### src/common/ccpc_pkg.sv
// Shared constants and carrier types for the compare/PWM channel.
`default_nettype none
package ccpc_pkg;
  localparam logic [3:0] MODE_OFF      = 4'h0;
  localparam logic [3:0] MODE_TOG_CLR  = 4'h1;
  localparam logic [3:0] MODE_TOGGLE   = 4'h2;
  localparam logic [3:0] MODE_SET      = 4'h8;
  localparam logic [3:0] MODE_CLEAR    = 4'h9;
  localparam logic [3:0] MODE_PULSE    = 4'hA;
  localparam logic [3:0] MODE_PULSE_CL = 4'hB;
  localparam logic [3:0] MODE_PWM      = 4'hF;
  localparam int         CTRL_W        = 8;
  localparam int         CTRL_EN_BIT   = 7;
  localparam int         CTRL_FMT_BIT  = 4;
  localparam logic [7:0] CTRL_RESET    = 8'h00;
  localparam int         PRESC_W       = 2;
  localparam logic [1:0] PRESC_1       = 2'h0;
  localparam logic [1:0] PRESC_4       = 2'h1;
  localparam logic [1:0] PRESC_16      = 2'h2;
  localparam logic [1:0] PRESC_64      = 2'h3;
  localparam int         SYS_PER_INSTR = 4;

  typedef struct packed {
    logic       enable;
    logic       align_left;
    logic [3:0] mode;
  } ccpc_ctrl_t;

  typedef struct packed {
    logic       run;
    logic [1:0] prescale_sel;
    logic [7:0] limit;
  } ccpc_ptimer_t;
endpackage
`default_nettype wire

### src/hdl/ccpc_channel.sv
// Compare/PWM channel top: compare actions, PWM generation, trigger.
// Operation
// - Instruction-clocked event timer halts in sleep and resumes afterward.
// - Externally clocked event timer keeps counting through sleep.
// - Compare value pair is compared continuously against event timer count.
// - A match toggles, sets, clears, pulses or only flags, per mode.
// - Every compare match sets the match flag, may trigger conversion.
// - Writing zero control forces the compare output latch low.
// - Channel output is also offered internally to other peripherals.
// - Conversion trigger only when this channel is the selected source.
// - Changed compare value before reset edge cancels the timer reset.
// - Compare in sleep needs a running timer; enabled match wakes device.
// - PWM mode gives up to 10-bit duty using the period timer.
// - PWM period is (limit+1) times 4 times Tosc times prescale.
// - After limit match: counter clears, output sets unless zero, duty buffered.
// - The period timer postscaler has no effect on PWM frequency.
// - Duty comes from compare value pair, left or right aligned.
// - Duty writable anytime, takes effect at next period match.
// - Time base is counter plus two low bits from clock or prescaler.
// - Output clears when time base equals the buffered duty.
// - Duty beyond the period leaves the output unchanged.
`default_nettype none
`timescale 1ns/1ns
module ccpc_channel (
  input  wire logic                   clk_in,
  input  wire logic                   nrst_in,
  input  wire logic [7:0]             channel_control_in,
  input  wire logic                   channel_control_wr_in,
  input  wire logic [15:0]            compare_value_pair_in,
  input  wire logic                   compare_value_wr_in,
  input  wire ccpc_pkg::ccpc_ptimer_t period_timer_control_in,
  input  wire logic                   event_timer_run_in,
  input  wire logic                   event_ext_clk_sel_in,
  input  wire logic                   event_ext_tick_in,
  input  wire logic                   sleep_in,
  input  wire logic                   trigger_source_sel_in,
  input  wire logic                   match_int_enable_in,
  input  wire logic                   flag_clear_in,
  output logic                        channel_output_out,
  output logic                        channel_output_internal_out,
  output logic                        channel_match_flag_out,
  output logic                        period_timer_flag_out,
  output logic                        conversion_trigger_out,
  output logic                        wake_out,
  output logic [15:0]                 event_timer_count_out,
  output logic [7:0]                  period_counter_out
);
  import ccpc_pkg::*;

  ccpc_ctrl_t  ctrl_q;
  logic [15:0] cmp_q;
  logic [9:0]  duty_buf_q;
  logic        out_q;
  logic        flag_q;
  logic        pflag_q;
  logic        trig_q;
  logic        pulse_q;
  logic        clr_pend_q;
  logic        ev_tick;
  logic        wrap;
  logic [9:0]  base;
  logic [9:0]  duty_new;
  logic        is_pwm;
  logic        is_cmp;
  logic        match;
  logic        clr_mode;

  always_ff @(posedge clk_in or negedge nrst_in) begin
    if (!nrst_in) begin
      ctrl_q <= '0;
    end else if (channel_control_wr_in) begin
      ctrl_q.enable     <= channel_control_in[CTRL_EN_BIT];
      ctrl_q.align_left <= channel_control_in[CTRL_FMT_BIT];
      ctrl_q.mode       <= channel_control_in[3:0];
    end
  end

  always_ff @(posedge clk_in or negedge nrst_in) begin
    if (!nrst_in) begin
      cmp_q <= 16'h0000;
    end else if (compare_value_wr_in) begin
      cmp_q <= compare_value_pair_in;
    end
  end

  assign is_pwm   = ctrl_q.enable && ctrl_q.mode == MODE_PWM;
  assign is_cmp   = ctrl_q.enable && !is_pwm && ctrl_q.mode != MODE_OFF;
  assign clr_mode = ctrl_q.mode == MODE_TOG_CLR ||
                    ctrl_q.mode == MODE_PULSE_CL;

  ccpc_event_timer u_event (
    .clk_in         (clk_in),
    .nrst_in        (nrst_in),
    .run_in         (event_timer_run_in),
    .ext_clk_sel_in (event_ext_clk_sel_in),
    .ext_tick_in    (event_ext_tick_in),
    .sleep_in       (sleep_in),
    .clear_in       (clr_pend_q && ev_tick && !compare_value_wr_in),
    .tick_out       (ev_tick),
    .count_out      (event_timer_count_out)
  );

  ccpc_period_timer u_period (
    .clk_in    (clk_in),
    .nrst_in   (nrst_in),
    .cfg_in    (period_timer_control_in),
    .sleep_in  (sleep_in),
    .wrap_out  (wrap),
    .base_out  (base),
    .count_out (period_counter_out)
  );

  assign match = is_cmp && ev_tick &&
                 event_timer_count_out + 16'h0001 == cmp_q;

  always_ff @(posedge clk_in or negedge nrst_in) begin
    if (!nrst_in) begin
      clr_pend_q <= 1'b0;
    end else if (compare_value_wr_in || !is_cmp) begin
      clr_pend_q <= 1'b0;
    end else if (match && clr_mode) begin
      clr_pend_q <= 1'b1;
    end else if (ev_tick) begin
      clr_pend_q <= 1'b0;
    end
  end

  assign duty_new = ctrl_q.align_left ? cmp_q[15:6] : cmp_q[9:0];

  always_ff @(posedge clk_in or negedge nrst_in) begin
    if (!nrst_in) begin
      duty_buf_q <= 10'h000;
    end else if (wrap) begin
      duty_buf_q <= duty_new;
    end
  end

  always_ff @(posedge clk_in or negedge nrst_in) begin
    if (!nrst_in) begin
      out_q   <= 1'b0;
      pulse_q <= 1'b0;
    end else if (!ctrl_q.enable) begin
      out_q   <= 1'b0;
      pulse_q <= 1'b0;
    end else if (is_pwm) begin
      pulse_q <= 1'b0;
      if (wrap) begin
        out_q <= duty_new != 10'h000;
      // clear at duty; beyond period never matches
      end else if (base == duty_buf_q) begin
        out_q <= 1'b0;
      end
    end else if (match) begin
      case (ctrl_q.mode)
        MODE_TOG_CLR,
        MODE_TOGGLE:   out_q <= !out_q;
        MODE_SET:      out_q <= 1'b1;
        MODE_CLEAR:    out_q <= 1'b0;
        MODE_PULSE,
        MODE_PULSE_CL: begin
          out_q   <= 1'b1;
          pulse_q <= 1'b1;
        end
        default:       out_q <= out_q;
      endcase
    end else if (pulse_q) begin
      out_q   <= 1'b0;
      pulse_q <= 1'b0;
    end
  end

  always_ff @(posedge clk_in or negedge nrst_in) begin
    if (!nrst_in) begin
      flag_q <= 1'b0;
    end else if (match) begin
      flag_q <= 1'b1;
    end else if (flag_clear_in) begin
      flag_q <= 1'b0;
    end
  end

  always_ff @(posedge clk_in or negedge nrst_in) begin
    if (!nrst_in) begin
      pflag_q <= 1'b0;
    end else if (wrap) begin
      pflag_q <= 1'b1;
    end else if (flag_clear_in) begin
      pflag_q <= 1'b0;
    end
  end

  always_ff @(posedge clk_in or negedge nrst_in) begin
    if (!nrst_in) begin
      trig_q <= 1'b0;
    end else begin
      trig_q <= match && trigger_source_sel_in;
    end
  end

  assign channel_output_out          = out_q;
  assign channel_output_internal_out = out_q;
  assign channel_match_flag_out      = flag_q;
  assign period_timer_flag_out       = pflag_q;
  assign conversion_trigger_out      = trig_q;
  assign wake_out = flag_q && match_int_enable_in;
endmodule // ccpc_channel
`default_nettype wire

### src/hdl/ccpc_event_timer.sv
// Sixteen-bit event timer with instruction-clock or external tick source.
`default_nettype none
`timescale 1ns/1ns
module ccpc_event_timer (
  input  wire logic        clk_in,
  input  wire logic        nrst_in,
  input  wire logic        run_in,
  input  wire logic        ext_clk_sel_in,
  input  wire logic        ext_tick_in,
  input  wire logic        sleep_in,
  input  wire logic        clear_in,
  output logic             tick_out,
  output logic [15:0]      count_out
);
  import ccpc_pkg::*;
  logic [1:0] div_q;
  logic       inc;

  always_ff @(posedge clk_in or negedge nrst_in) begin
    if (!nrst_in) begin
      div_q <= 2'h0;
    end else if (!sleep_in) begin
      div_q <= div_q + 2'h1;
    end
  end

  assign inc = run_in && (ext_clk_sel_in ? ext_tick_in :
               (!sleep_in && div_q == 2'(SYS_PER_INSTR - 1)));
  assign tick_out = inc;

  always_ff @(posedge clk_in or negedge nrst_in) begin
    if (!nrst_in) begin
      count_out <= 16'h0000;
    end else if (clear_in) begin
      count_out <= 16'h0000;
    end else if (inc) begin
      count_out <= count_out + 16'h0001;
    end
  end
endmodule // ccpc_event_timer
`default_nettype wire

### src/hdl/ccpc_period_timer.sv
// Eight-bit period timer with prescaler and two-bit fine time base.
`default_nettype none
`timescale 1ns/1ns
module ccpc_period_timer (
  input  wire logic                   clk_in,
  input  wire logic                   nrst_in,
  input  wire ccpc_pkg::ccpc_ptimer_t cfg_in,
  input  wire logic                   sleep_in,
  output logic                        wrap_out,
  output logic [9:0]                  base_out,
  output logic [7:0]                  count_out
);
  import ccpc_pkg::*;
  logic [7:0] pre_q;
  logic [7:0] pre_max;
  logic       inc;
  logic [1:0] fine;

  always_comb begin
    case (cfg_in.prescale_sel)
      PRESC_1:  pre_max = 8'h03;
      PRESC_4:  pre_max = 8'h0F;
      PRESC_16: pre_max = 8'h3F;
      default:  pre_max = 8'hFF;
    endcase
  end

  always_ff @(posedge clk_in or negedge nrst_in) begin
    if (!nrst_in) begin
      pre_q <= 8'h00;
    end else if (!cfg_in.run) begin
      pre_q <= 8'h00;
    end else if (!sleep_in) begin
      pre_q <= (pre_q == pre_max) ? 8'h00 : pre_q + 8'h01;
    end
  end

  assign inc      = cfg_in.run && !sleep_in && pre_q == pre_max;
  assign wrap_out = inc && count_out == cfg_in.limit;

  always_ff @(posedge clk_in or negedge nrst_in) begin
    if (!nrst_in) begin
      count_out <= 8'h00;
    end else if (wrap_out) begin
      count_out <= 8'h00;
    end else if (inc) begin
      count_out <= count_out + 8'h01;
    end
  end

  always_comb begin
    case (cfg_in.prescale_sel)
      PRESC_1:  fine = pre_q[1:0];
      PRESC_4:  fine = pre_q[3:2];
      PRESC_16: fine = pre_q[5:4];
      default:  fine = pre_q[7:6];
    endcase
  end
  assign base_out = {count_out, fine};
endmodule // ccpc_period_timer
`default_nettype wire

### config.mk
export PLATFORM = sky130hd
export DESIGN_NAME = ccpc_channel
export DESIGN_NICKNAME = d
export VERILOG_FILES = /design/src/common/ccpc_pkg.sv /design/src/hdl/ccpc_channel.sv /design/src/hdl/ccpc_event_timer.sv /design/src/hdl/ccpc_period_timer.sv
export SDC_FILE = /design/constraint.sdc
export NUM_CORES = 1
export LEC_CHECK = 0
export BUFFER_PORTS_ARGS = -buffer_cell sky130_fd_sc_hd__buf_2
export CORE_MARGIN = 5
export CORE_UTILIZATION = 40
export DETAILED_ROUTE_END_ITERATION = 7
export GPL_ROUTABILITY_DRIVEN = 0
export GPL_TIMING_DRIVEN = 0
export PLACE_DENSITY_LB_ADDON = 0.25
export RECOVER_POWER = 25
export SETUP_SLACK_MARGIN = 0.2
export SYNTH_ARGS = -nofsm -noshare
export SYNTH_HDL_FRONTEND = slang
export SYNTH_SLANG_ARGS = --single-unit
### constraint.sdc
create_clock -name clk_in -period 4.9 [get_ports clk_in]
set_input_delay 0.245 -clock clk_in [delete_from_list [all_inputs] [get_ports clk_in]]
set_output_delay 0.245 -clock clk_in [all_outputs]
set_load 0.01 [all_outputs]
# Yosys cells after proc, flatten, opt, wreduce, memory -nomap -nowiden
# Index checks and enable logic that the tools add are counted.
[word_totals]
wordCells = 100
ff_bits = 72
out_inout_bits = 30
[classes]
reduce_logical = 34
eq_ne = 19
n_mux = 28
n_addsub = 4
[op_table]
columns = ["op", "n"]
rows = [
  ["two-way mux 8 bit", 5],
  ["two-way mux 16 bit", 2],
  ["case mux 8 bit (3 select lines)", 1],
  ["equality test 4 bit, second input constant", 5],
  ["two-way mux 1 bit", 17],
  ["adder 16 x 1 -> 16 bit, second input constant", 1],
  ["adder 8 x 1 -> 8 bit, second input constant", 2],
  ["equality test 16 bit", 1],
  ["equality test 8 bit", 2],
  ["logical AND 1 bit", 15],
  ["equality test 10 bit", 1],
  ["two-way mux 10 bit", 1],
  ["nonzero test 10 bit", 1],
  ["nonzero test 2 bit", 4],
  ["inequality test 6 x 4 -> 1 bit, second input constant", 1],
  ["case mux 2 bit (3 select lines)", 1],
  ["zero test 1 bit", 5],
  ["equality test 2 bit, second input constant", 2],
  ["equality test 4 x 1 -> 1 bit, second input constant", 1],
  ["equality test 4 x 2 -> 1 bit, second input constant", 1],
  ["inequality test 4 x 1 -> 1 bit, second input constant", 1],
  ["inequality test 4 x 2 -> 1 bit, second input constant", 1],
  ["inequality test 4 x 3 -> 1 bit, second input constant", 1],
  ["nonzero test 4 bit", 1],
  ["other kinds (10)", 12],
]

# Longest topological paths before layout
[logic_depth]
word_depth = 10
depth_mapped = 11
ltp_nobuf = 9

# Hierarchy
# Synthesis repeated with hierarchy kept, for this count alone.
[hier_totals]
hier_cells = 462
hier_area_um2 = 4486.8
[by_module_without_submodules]
columns = ["mod", "area_per_inst_um2", "cells_each", "seq_area_each_um2", "instances"]
rows = [
  ["ccpc_channel", 2414.8, 248, 950.9, 1],
  ["ccpc_period_timer", 1144.8, 124, 400.4, 1],
  ["ccpc_event_timer", 927.1, 90, 450.4, 1],
]

# Worst setup path before layout
# OpenSTA, ideal clock, no wires.
[synth_timing]
path_kind = "reg-to-reg"
from = "register u_event.count_out[0]"
to = "register out_q (netlist: channel_output_internal_out)"
n_path_buf = 1
synth_period_minus_slack_ns = 2.778
arrival_ns = 2.713
stages_incl_launch_ff = 10
setup_slack_ns = 2.122
cell_sequence = "dfrtp_1 > ha_1 > and3_1 > buf_2 > nand2_1 > a311o_1 > or4b_1 > or4_4 > o22ai_2 > mux2_1"
[synth_between]
elab_chain_len = 6
word_cells_on_any_way = 9
[synth_lines]
columns = ["element", "line", "source"]
rows = [
  ["from (decl)", "ccpc_event_timer.sv:13", "output logic [15:0] count_out"],
  ["from (signal assigned)", "ccpc_event_timer.sv:37", "count_out <= count_out + 16'h0001;"],
  ["adder 16 x 1 -> 16 bit (*)", "ccpc_channel.sv:114", "event_timer_count_out + 16'h0001 == cmp_q;"],
  ["equality test 16 bit (*)", "ccpc_channel.sv:114", ""],
  ["logical AND 1 bit (*)", "ccpc_channel.sv:113", "assign match = is_cmp && ev_tick &&"],
  ["parallel branches: the longest is 3 deep, another holds inequality test 6 x 4 -> 1 bit", "--", ""],
  ["to (signal assigned)", "ccpc_channel.sv:156", "MODE_TOGGLE: out_q <= !out_q;"],
  ["to (signal assigned)", "ccpc_channel.sv:164", "default: out_q <= out_q;"],
  ["to (decl)", "ccpc_channel.sv:53", "logic out_q;"],
]
# Mark *: on every way between the ends.
# A chain may end at the register's enable or synchronous reset.

# Final worst setup path
# Same ends and word-level chain as after synthesis.

==> metrics.json <==
{
  "outcome": {"value": "finished, violations left"},
  "failed_checks": {"value": "capacitance limit, slew limit"},
  "timing.final.hold_violations": {"value": 0},
  "power.total": {"value": 1.48, "unit": "mW"},
  "vias_in_the_first_global_route": {"value": 3525},
  "number_of_antenna_violations_at_the_first_check_in_global_routing": {"value": 0},
  "cts_tree": {"value": "built"},
  "number_of_synthesized_flops_with_an_enable_pin": {"value": 0},
  "critical-path-max-stage-delay": {"value": 0.53, "unit": "ns"},
  "globalRouteMet1Util": {"value": 0.253},
  "power_density": {"value": 297, "unit": "nW/um2"},
  "worst_tran_pin_value": {"value": 2.04, "unit": "ns"},
  "irDropWorstVdd": {"value": 0.176, "unit": "mV"},
  "final.setup_skew": {"value": 0.0147, "unit": "ns"},
  "wire_length_of_the_first_global_routing_pass": {"value": 17900, "unit": "um"},
  "drt-initial-drc-count": {"value": 209},
  "arrival": {"value": 3.32, "unit": "ns"},
  "layout.nets": {"value": 570},
  "busiest_layer": {"value": "met2"},
  "gr-total-overflow": {"value": 0},
  "via_count": {"value": 3593},
  "path_buf_inv": {"value": 1},
  "final.setup.tns": {"value": 0, "unit": "ns"},
  "antenna-diode-count": {"value": 0},
  "layout-area-overhead-vs-synth": {"value": 17.9, "unit": "%"},
  "most_repeated_cell_in_the_gate_level_netlist_after_synthesis": {"value": "dfrtp_1"},
  "detail_route.wl_per_cell": {"value": 16.0, "unit": "um"},
  "max_freq": {"value": 324, "unit": "MHz"},
  "clkSinkCount": {"value": 72},
  "critical_path_cell_sequence": {"value": "ha_1 > and3_1 > buf_2 > nand2_1 > a311o_1 > nor4_1 > nand4_1 > mux2i_1 > a31oi_1 > mux2_1"},
  "synth-warning-count": {"value": 0},
  "clockBufferDepth": {"value": 2},
  "ys_top_cells_by_count": {"value": "72 x dfrtp_1, 48 x o21ai_0, 38 x nand2_1, 26 x nor2_1, 26 x xnor2_1"},
  "max_slew_margin_vs_limit": {"value": -0.360},
  "fp.dieArea": {"value": 12700, "unit": "um2"},
  "synth_fp_nets": {"value": 487},
  "setup.worst_path.class": {"value": "flip-flop to flip-flop"},
  "x_dimension_of_the_die": {"value": 113, "unit": "um"},
  "drt_first_pass_iters": {"value": 5},
  "grt_max_degree": {"value": 38},
  "slew_violations": {"value": 36},
  "synth_area_per_inst": {"value": 9.67, "unit": "um2"},
  "start_kind": {"value": "flip-flop"},
  "netlist.top_cell.by_area": {"value": "dfrtp_1"},
  "finalWorstPathRequiredPeriod": {"value": 3.09, "unit": "ns"},
  "timing.critical_path.max_delay_family": {"value": "simple AND/OR/NAND/NOR gates"},
  "clkLatencyLatePin": {"value": 0.34, "unit": "ns"},
  "met3_grt_util": {"value": 0.0294},
  "syn_inst": {"value": 437},
  "core_region_area": {"value": 10300, "unit": "um2"},
  "route.final.wire_length": {"value": 10600, "unit": "um"},
  "floorplan.initialDensity": {"value": 0.409},
  "critical_path.endpoint_type": {"value": "flip-flop"},
  "fin_crit_sh": {"value": 0.630},
  "synthesis.area": {"value": 4230, "unit": "um2"},
  "cell_at_the_root_of_the_clock_tree": {"value": "clkbuf_8"},
  "htree_num_levels": {"value": 3},
  "synth_sequential_area_ratio": {"value": 0.426},
  "ctsResizeCount": {"value": 0},
  "hold_path_class": {"value": "primary input to flip-flop"},
  "critPathSlowestCell": {"value": "dfrtp_1"},
  "placementRows": {"value": 37},
  "synth-seq-cells": {"value": 72},
  "use_met2": {"value": 0.260},
  "remaining_drc_errors": {"value": 0},
  "count_of_input_and_output_buffers": {"value": 70},
  "max_cap_violations": {"value": 1},
  "synth_flop_cell": {"value": "dfrtp_1"},
  "place_hpwl": {"value": 8050, "unit": "um"},
  "avgViaCountPerCell": {"value": 5.44},
  "critical_path_required": {"value": 5.13, "unit": "ns"},
  "fraction_of_layout_cells_with_a_size_suffix_above_1": {"value": 0.229},
  "grt_usage": {"value": 0.173},
  "netlist_top_cells_area": {"value": "dfrtp_1 43%, mux2_2 5.9%, o21ai_0 5.7%, xnor2_1 5.4%, xor2_1 5.0%"},
  "timing.final.setup_violations": {"value": 0},
  "path_max_fanout": {"value": 8},
  "yosys.area.top_type_share": {"value": 0.426},
  "synth_async_sr_flop_share": {"value": 1.00},
  "drtAntennaViolNets": {"value": 0},
  "power_leakage": {"value": 2.30, "unit": "nW"},
  "ioPinCount": {"value": 76},
  "worst_setup_hold_path_clk_slew": {"value": 0.08, "unit": "ns"},
  "grt_setup_unrepaired": {"value": "no"},
  "die_height": {"value": 113, "unit": "um"},
  "netlist-cell-type-count": {"value": 53},
  "cts_buffers": {"value": 9}
}
[worst register-to-register path, cell delays in order, from the launching register on]
cell     delay [ns]
dfrtp_1        0.53
ha_1           0.31
and3_1         0.18
buf_2          0.17
nand2_1        0.11
a311o_1        0.38
nor4_1         0.32
nand4_1        0.29
mux2i_1        0.20
a31oi_1        0.17
mux2_1         0.33
[routing by layer]
metal,up-vias,share of wire
met5,-,0
met4,0,0.015
met3,10,0.052
met2,96,0.45
met1,1750,0.48
li1,1737,-
[cell families (layout without fill, tap and decap cells)]
kind of cell | Yosys count | after routing | synth area share
DFF | 72 | 72 | 0.426
AOI/OAI and AO/OA | 90 | 90 | 0.131
buffers and inverters | 33 | 121 | 0.0314
adders and majority gates | 4 | 4 | 0.0118
muxes | 37 | 37 | 0.100
xor gates and xnor gates | 50 | 50 | 0.104
and+or+nand+nor | 151 | 151 | 0.195
[cell usage in the layout (no fill, tap or decap), drive strengths merged, types with 4 or more instances in the layout]
master / count
xnor2: 26
a21oi: 8
and4: 5
mux2: 23
dfrtp: 72
o31ai: 12
nand4: 11
nor3: 8
a211oi: 4
nor2: 26
o21ai: 48
mux2i: 12
ha: 4
buf: 76
and3: 10
xor2: 24
nand2: 38
nor2b: 5
and2: 11
nand2b: 5
nor4: 7
nand3: 15
clkbuf: 32
inv: 8
[repair_timing]
| action | in CTS | in global routing |
|---|---|---|
| hold buffers | 1 | 0 |
| buffers inserted | 0 | 0 |
| setup endpoints to repair | 0 | 0 |
| hold endpoints to repair | 35 | 0 |
[flip-flops by register name, summed over array words and instances (netlist names), 2 cells and up]
| register | cells |
|---|---|
| ctrl_q | 6 |
| cmp_q | 16 |
| u_event.div_q | 2 |
| u_period.count_out | 8 |
| duty_buf_q | 10 |
| u_period.pre_q | 8 |
| u_event.count_out | 16 |
[where the power goes]
group	internal, mW	switching, mW	total, mW
Clock	0.264	0.225	0.490
Combinational	0.135	0.157	0.292
Sequential	0.637	0.0610	0.698
Total	1.04	0.444	1.48
[layout make-up]
cell class	count	area, um2
clock buffer	12	155
fill	994	5340
buffer	25	103
clock inverter	4	52.6
tap	136	170
sequential	72	1800
timing repair buffer	72	379
multi-input combinational	332	2290
inverter	8	30.0
[through the flow]
stage | utilization | worst slack [ns] | instances | area, um2 | hold WS [ns]
2_1_floorplan | - | 2.12 | 437 | 4230 | -0.0506
3_3_place_gp | 0.460 | 1.92 | 643 | 4750 | 0.442
3_5_place_dp | 0.462 | 1.86 | 644 | 4770 | 0.242
4_1_cts | 0.483 | 1.85 | 661 | 4990 | 0.0682
5_1_grt | 0.483 | 1.62 | 661 | 4980 | 0.0834
6_report | 0.483 | 1.81 | 661 | 4980 | 0.0796
[worst paths after layout]
kind,startpoint,end,slack (ns),depth (start not counted)
max in group asynchronous,nrst_in,u_event.count_out[5],2.70,2
hold / removal,flag_clear_in,channel_match_flag_out,0.08,2
setup reg to reg,u_event.count_out[0],channel_output_internal_out,1.81,10
min in group asynchronous,nrst_in,u_period.count_out[6],1.02,2
hold reg to reg,u_event.div_q[0],u_event.div_q[0],0.48,1
setup / recovery,u_event.count_out[0],channel_output_internal_out,1.81,10
No activity file was read; power rests on OpenSTA's default activity.
